<file path="config.mk">
export PLATFORM = sky130hd
export DESIGN_NAME = watchdog_interrupt_flag_top
export DESIGN_NICKNAME = d
export VERILOG_FILES = /design/src/watchdog_interrupt_flag_pkg.sv /design/src/watchdog_interrupt_flag_top.sv
export SDC_FILE = /design/constraint.sdc
export NUM_CORES = 1
export LEC_CHECK = 0
export BUFFER_PORTS_ARGS = -buffer_cell sky130_fd_sc_hd__clkbuf_2
export CAP_MARGIN = 30
export CORE_MARGIN = 4
export CORE_UTILIZATION = 52
export CTS_BUF_LIST = sky130_fd_sc_hd__clkbuf_4
export CTS_CLUSTER_SIZE = 16
export DETAILED_ROUTE_END_ITERATION = 12
export PLACE_DENSITY_LB_ADDON = 0.15
export SYNTH_ARGS = -nofsm -noshare
export SYNTH_HDL_FRONTEND = slang
export SYNTH_SLANG_ARGS = --single-unit
</file>
<file path="constraint.sdc">
create_clock -name CORE_CLK -period 1.5 [get_ports CORE_CLK]
set_input_delay 0.15 -clock CORE_CLK [delete_from_list [all_inputs] [get_ports CORE_CLK]]
set_output_delay 0.15 -clock CORE_CLK [all_outputs]
set_load 0.01 [all_outputs]
</file>
<file path="src/watchdog_interrupt_flag_pkg.sv">
package watchdog_interrupt_flag_pkg;
    localparam int ADDR_W = 2;
    localparam int DATA_W = 8;

    // Register offsets
    localparam logic [1:0] WATCHDOG_CONTROL_REG_OFS = 2'h0;
    localparam logic [1:0] IRQ_STATUS_OFS = 2'h1;
    localparam logic [1:0] IRQ_MASK_OFS = 2'h2;

    // Control register field positions
    localparam int RESTART_BIT_POS = 0;
    localparam int RESET_EN_POS = 1;
    localparam int INT_EN_POS = 2;
    localparam int FLAG_POS = 3;
    localparam int PSEL_LO_POS = 4;
    localparam int PSEL_HI_POS = 5;

    // Status / mask bit positions
    localparam int EVT_FLAG_POS = 0;
    localparam int EVT_EXPIRE_POS = 1;

    // Reset values
    localparam logic [1:0] PSEL_RST = 2'h0;
    localparam logic RESET_EN_RST = 1'b0;
    localparam logic INT_EN_RST = 1'b0;
    localparam logic [1:0] MASK_RST = 2'h0;

    // Reset counter length in divided clock ticks
    localparam int RST_TICKS = 512;
    localparam int CNT_W = 10;
    localparam logic [CNT_W-1:0] RST_TICKS_LAST = CNT_W'(RST_TICKS - 1);

    typedef struct packed {
        logic [ADDR_W-1:0] addr;
        logic [DATA_W-1:0] wdata;
        logic wr;
        logic rd;
    } watchdog_interrupt_flag_bus_s;

    typedef struct packed {
        logic [1:0] psel;
        logic reset_en;
        logic int_en;
        logic flag;
        logic cnt_run;
        logic [CNT_W-1:0] cnt;
        logic [1:0] status;
        logic [1:0] mask;
        logic [DATA_W-1:0] rdata;
        logic irq;
        logic rst_req;
        logic restart;
        logic clk_en;
    } watchdog_interrupt_flag_state_s;
endpackage

</file>
<file path="src/watchdog_interrupt_flag_top.sv">
// The implementer's own choices: strobed register access and the register offsets.
module watchdog_interrupt_flag_top (
    input wire logic CORE_CLK,
    input wire logic RST,
    input wire logic CE,
    input wire watchdog_interrupt_flag_pkg::watchdog_interrupt_flag_bus_s BUS,
    output logic [watchdog_interrupt_flag_pkg::DATA_W-1:0] RD_DATA,
    input wire logic TIMEOUT_EVT,
    input wire logic DIV_TICK,
    output logic WDT_RESTART,
    output logic [1:0] PERIOD_SEL,
    output logic WDT_CLK_EN,
    output logic SYS_RST_REQ,
    output logic IRQ
);
    watchdog_interrupt_flag_pkg::watchdog_interrupt_flag_state_s s_q;
    watchdog_interrupt_flag_pkg::watchdog_interrupt_flag_state_s s_d;

    function automatic logic hit(input logic [watchdog_interrupt_flag_pkg::ADDR_W-1:0] a, input logic [watchdog_interrupt_flag_pkg::ADDR_W-1:0] ofs);
        hit = (a == ofs);
    endfunction

    logic ctl_wr;
    logic restart_wr;
    logic flag_set;
    logic flag_rise;
    logic expire;
    logic sts_wr;
    logic [1:0] evt_set;
    logic [1:0] status_nxt;

    // One sticky bit per event; a set in the same cycle as a write-one-to-clear wins
    for (genvar i = 0; i < 2; i++) begin : g_status
        assign status_nxt[i] = evt_set[i] || (s_q.status[i] && !(sts_wr && BUS.wdata[i]));
    end

    always_comb begin
        ctl_wr = BUS.wr && hit(BUS.addr, watchdog_interrupt_flag_pkg::WATCHDOG_CONTROL_REG_OFS);
        restart_wr = ctl_wr && BUS.wdata[watchdog_interrupt_flag_pkg::RESTART_BIT_POS];
        // Timeouts only count while the watchdog is enabled
        flag_set = TIMEOUT_EVT && (s_q.reset_en || s_q.int_en)
            || (ctl_wr && BUS.wdata[watchdog_interrupt_flag_pkg::FLAG_POS]);
        flag_rise = flag_set && !s_q.flag;
        expire = s_q.cnt_run && DIV_TICK && (s_q.cnt == watchdog_interrupt_flag_pkg::RST_TICKS_LAST) && !restart_wr;
        sts_wr = BUS.wr && hit(BUS.addr, watchdog_interrupt_flag_pkg::IRQ_STATUS_OFS);
        evt_set[watchdog_interrupt_flag_pkg::EVT_FLAG_POS] = flag_rise;
        evt_set[watchdog_interrupt_flag_pkg::EVT_EXPIRE_POS] = expire;

        s_d = s_q;
        s_d.restart = restart_wr;
        s_d.rdata = '0;

        if (ctl_wr) begin
            s_d.reset_en = BUS.wdata[watchdog_interrupt_flag_pkg::RESET_EN_POS];
            s_d.int_en = BUS.wdata[watchdog_interrupt_flag_pkg::INT_EN_POS];
            if (!BUS.wdata[watchdog_interrupt_flag_pkg::FLAG_POS]) begin
                s_d.flag = 1'b0;
            end
        end
        if (restart_wr) begin
            s_d.psel = BUS.wdata[watchdog_interrupt_flag_pkg::PSEL_HI_POS:watchdog_interrupt_flag_pkg::PSEL_LO_POS];
        end
        // Set after clear so a timeout in the clearing cycle is kept
        if (flag_set) begin
            s_d.flag = 1'b1;
        end

        // Clearing the flag does not touch the counter
        if (restart_wr) begin
            s_d.cnt_run = 1'b0;
            s_d.cnt = '0;
        end else if (flag_rise && !s_q.cnt_run) begin
            s_d.cnt_run = 1'b1;
            s_d.cnt = '0;
        end else if (s_q.cnt_run && DIV_TICK) begin
            if (expire) begin
                s_d.cnt_run = 1'b0;
                s_d.cnt = '0;
            end else begin
                s_d.cnt = s_q.cnt + 10'h001;
            end
        end

        if (expire && s_q.reset_en) begin
            s_d.rst_req = 1'b1;
        end

        s_d.status = status_nxt;
        if (BUS.wr && hit(BUS.addr, watchdog_interrupt_flag_pkg::IRQ_MASK_OFS)) begin
            s_d.mask = BUS.wdata[1:0];
        end

        if (BUS.rd) begin
            case (BUS.addr)
                watchdog_interrupt_flag_pkg::WATCHDOG_CONTROL_REG_OFS: begin
                    s_d.rdata[watchdog_interrupt_flag_pkg::RESET_EN_POS] = s_q.reset_en;
                    s_d.rdata[watchdog_interrupt_flag_pkg::INT_EN_POS] = s_q.int_en;
                    s_d.rdata[watchdog_interrupt_flag_pkg::FLAG_POS] = s_q.flag;
                    s_d.rdata[watchdog_interrupt_flag_pkg::PSEL_HI_POS:watchdog_interrupt_flag_pkg::PSEL_LO_POS] = s_q.psel;
                end
                watchdog_interrupt_flag_pkg::IRQ_STATUS_OFS: s_d.rdata[1:0] = s_q.status;
                watchdog_interrupt_flag_pkg::IRQ_MASK_OFS: s_d.rdata[1:0] = s_q.mask;
                default: s_d.rdata = '0;
            endcase
        end

        // Interrupt stays up while the flag is set and enabled
        s_d.irq = (s_d.flag && s_d.int_en) || (|(s_d.status & s_d.mask));
        s_d.clk_en = s_d.reset_en || s_d.int_en;
    end

    always_ff @(posedge CORE_CLK) begin
        if (RST) begin
            s_q <= '0;
            s_q.psel <= watchdog_interrupt_flag_pkg::PSEL_RST;
            s_q.reset_en <= watchdog_interrupt_flag_pkg::RESET_EN_RST;
            s_q.int_en <= watchdog_interrupt_flag_pkg::INT_EN_RST;
            s_q.mask <= watchdog_interrupt_flag_pkg::MASK_RST;
        end else if (CE) begin
            s_q <= s_d;
        end
    end

    assign RD_DATA = s_q.rdata;
    assign WDT_RESTART = s_q.restart;
    assign PERIOD_SEL = s_q.psel;
    assign WDT_CLK_EN = s_q.clk_en;
    assign SYS_RST_REQ = s_q.rst_req;
    assign IRQ = s_q.irq;
endmodule
</file>
==> out/results.ini <==
[timing]
setup_viol=0
hold_viol_final=0
fin_crit_ns=1.48
fin_crit_sh_pct=98.7
finClkSkew_ns=0.00839
fin_setup_tns_ns=0
drv_slew=0
rsz0062_at_grt=yes
timing.fmax_ghz=0.676

[drt]
drt_iter0_drc=210
route.detailed.drc=0
wl_per_cell_um=16.3
drt_pre_antenna_iters=5
via_count=1906
drt_wl_total_um=5030
ant_nets=0
vias_per_cell=6.17

[finish]
drive_above_1_share_pct=35.5
final_core_util_pct=71.9
final_cell_mix=buf_4, clkbuf_2, dfxtp_1, nand2_1, a21oi_1
fin_nets=286
layout.cells.non_filler=309
antenna_cells=0
final_common_cell=buf_4
area_delta_synth_final_pct=30.0
n_fill_cell=260

[synthesis]
synth_edf_count=0
async_reset_ff_share_pct=0
synth-seq-area-share_pct=35.0
ys.flop_type=dfxtp_1
ys_types=46
synth_warnings=0
synth_seq_cells=30
avgSynthCellArea_um2=8.05
synthCells=213
synth_area_mm2=0.00172

[clock_tree]
holdBufCountCts=0
clock_tree.root_cell=clkbuf_4
cts.sinks=30
ctsHtreeMaxLevel=2
worstSkewPairLatency_ns=0.34
cts_setup_buffers=0
cts_max_path_buffers=2
cts_tree=done
cts_buffers=5
clkSlewWorstSetupHoldPaths_ns=0.10

[worst_setup_path]
cp_slowest_stage_delay_ns=0.41
critPathCaptureType=register
required_ns=1.74
path_cells=and4_4 -> nand2_1 -> o311a_1 -> o221a_2
r2r_slack_ns=0.02
path_class=register to register
crit_fanout=4
startpoint_type=register
arrival_ns=1.72
cp_slowest_cell=dfxtp_1

[die]
core_mm2=0.00310
ios=31
die_h_um=65.4
num_rows=20
initial_core_util_pct=55.3
dieArea_mm2=0.00428
fp.dieW_um=65.4

[status]
status=completed

[grt]
grt_overflow=0
grt_pass1_wl_um=8270
grt_pass1_vias=1855
grt_use_total_pct=25.0
grt_max_degree=21
grt_antenna_before_repair=0

[min_path]
hold_path.class=primary input to register

[power_and_ir_drop]
p_leak_nw=0.939
p_per_area_mw_per_mm2=846
fin_total_pwr_w=0.00189
max-vdd-ir-drop_v=0.000714

[placed_design]
port_buffers=26
dp_cells=301
gp_congestion=0.917
dpl.hpwl_um=3690

[run]
drv_cap=0

## worst max-delay path, delay by kind of cell, from the launching register on
kind / cells / cell delay (ns)
AO/OA/AOI/OAI: 2 / 0.61
flip-flops: 1 / 0.41
AND/OR/NAND/NOR: 2 / 0.35
## Yosys cell counts, types with 2 or more instances
| cell type | count | share of area [%] |
|---|---|---|
| a2111o_1 | 2 | 1.3 |
| a211o_1 | 2 | 1.0 |
| a21oi_1 | 18 | 5.3 |
| a32o_1 | 2 | 1.2 |
| a32oi_1 | 4 | 2.0 |
| a41oi_1 | 3 | 1.5 |
| and3_1 | 3 | 1.1 |
| and3b_1 | 2 | 1.0 |
| and4_1 | 3 | 1.5 |
| buf_4 | 10 | 4.4 |
| clkbuf_1 | 9 | 2.0 |
| dfxtp_1 | 30 | 35 |
| ha_1 | 5 | 3.6 |
| inv_1 | 9 | 2.0 |
| mux2_2 | 3 | 2.0 |
| mux2i_1 | 4 | 2.3 |
| nand2_1 | 25 | 5.5 |
| nand3_1 | 19 | 5.5 |
| nand4_1 | 13 | 4.7 |
| nor2_1 | 12 | 2.6 |
| nor3_1 | 3 | 0.88 |
| nor4_1 | 2 | 0.73 |
| o211ai_1 | 2 | 0.88 |
| o21ai_0 | 6 | 1.8 |
## state kept, by name (all words and copies together), names as in the netlist
signal and flops:
SYS_RST_REQ 1, IRQ 1, RD_DATA 6, PERIOD_SEL 2, WDT_CLK_EN 1, WDT_RESTART 1
s_q 18
## metal layers
layer / up-vias / track usage [%] / share of wire [%]
li1: 888 / - / -
met1: 883 / 27.1 / 40
met2: 111 / 45.6 / 50
met3: 24 / 5.81 / 7.2
met4: 0 / 11.1 / 3.3
met5: - / 0 / 0
## per-stage QoR
stage	hold slack (ns)	cell area (um2)	setup WS, ns
global route	0.0423	2230	-0.0321
global placement	0.404	2090	-0.117
detailed placement	0.416	2090	-0.161
floorplan	0.294	1740	-0.109
finish	0.0519	2230	0.0197
CTS	0.0429	2190	0.00461
## kinds of logic (layout without fill, tap and decap cells)
kind of cell / count (synthesis) / count (layout) / share of synthesized area (%)
multiplexers: 7 / 7 / 4.30
adder cells (fa/ha/maj): 5 / 5 / 3.65
other: 1 / 2 / 0.219
buffers and inverters: 31 / 82 / 9.41
AO/OA/AOI/OAI: 54 / 54 / 22.3
AND/OR/NAND/NOR: 85 / 85 / 25.1
flip-flops: 30 / 30 / 35.0
## where the power goes
part           switching, W  internal, W
sequential        0.0000204     0.000818
combinational      0.000137     0.000100
clock              0.000297     0.000513
## final cells by class
cell class	count	area, um2	area share, %
multi-input cells	153	1010	45.5
flip-flops and latches	30	607	27.2
repair buffers	64	415	18.6
clock inverters	3	63.8	2.86
well taps	44	55.1	2.47
clock buffers	5	37.5	1.68
inverters	10	37.5	1.68
## what timing repair did
| item | CTS | global route |
|---|---|---|
| pin swaps | 0 | 2 |
| setup endpoints to repair | 1 | 11 |
| gates resized for setup | 1 | 14 |
| gates cloned | 0 | 0 |
## worst paths after layout
kind / from / end / cells past startpoint
worst max-delay path: s_q[23]$_SDFFE_PP0P_ / s_q[24]$_SDFFE_PP0P_ / 4
worst min-delay path: BUS[6] / PERIOD_SEL[0]$_SDFFE_PP0P_ / 3
worst max register to register: s_q[23]$_SDFFE_PP0P_ / s_q[24]$_SDFFE_PP0P_ / 4
worst min register to register: RD_DATA[4]$_SDFFE_PP0P_ / RD_DATA[4]$_SDFFE_PP0P_ / 2
Power figures use the tool's default switching activity.
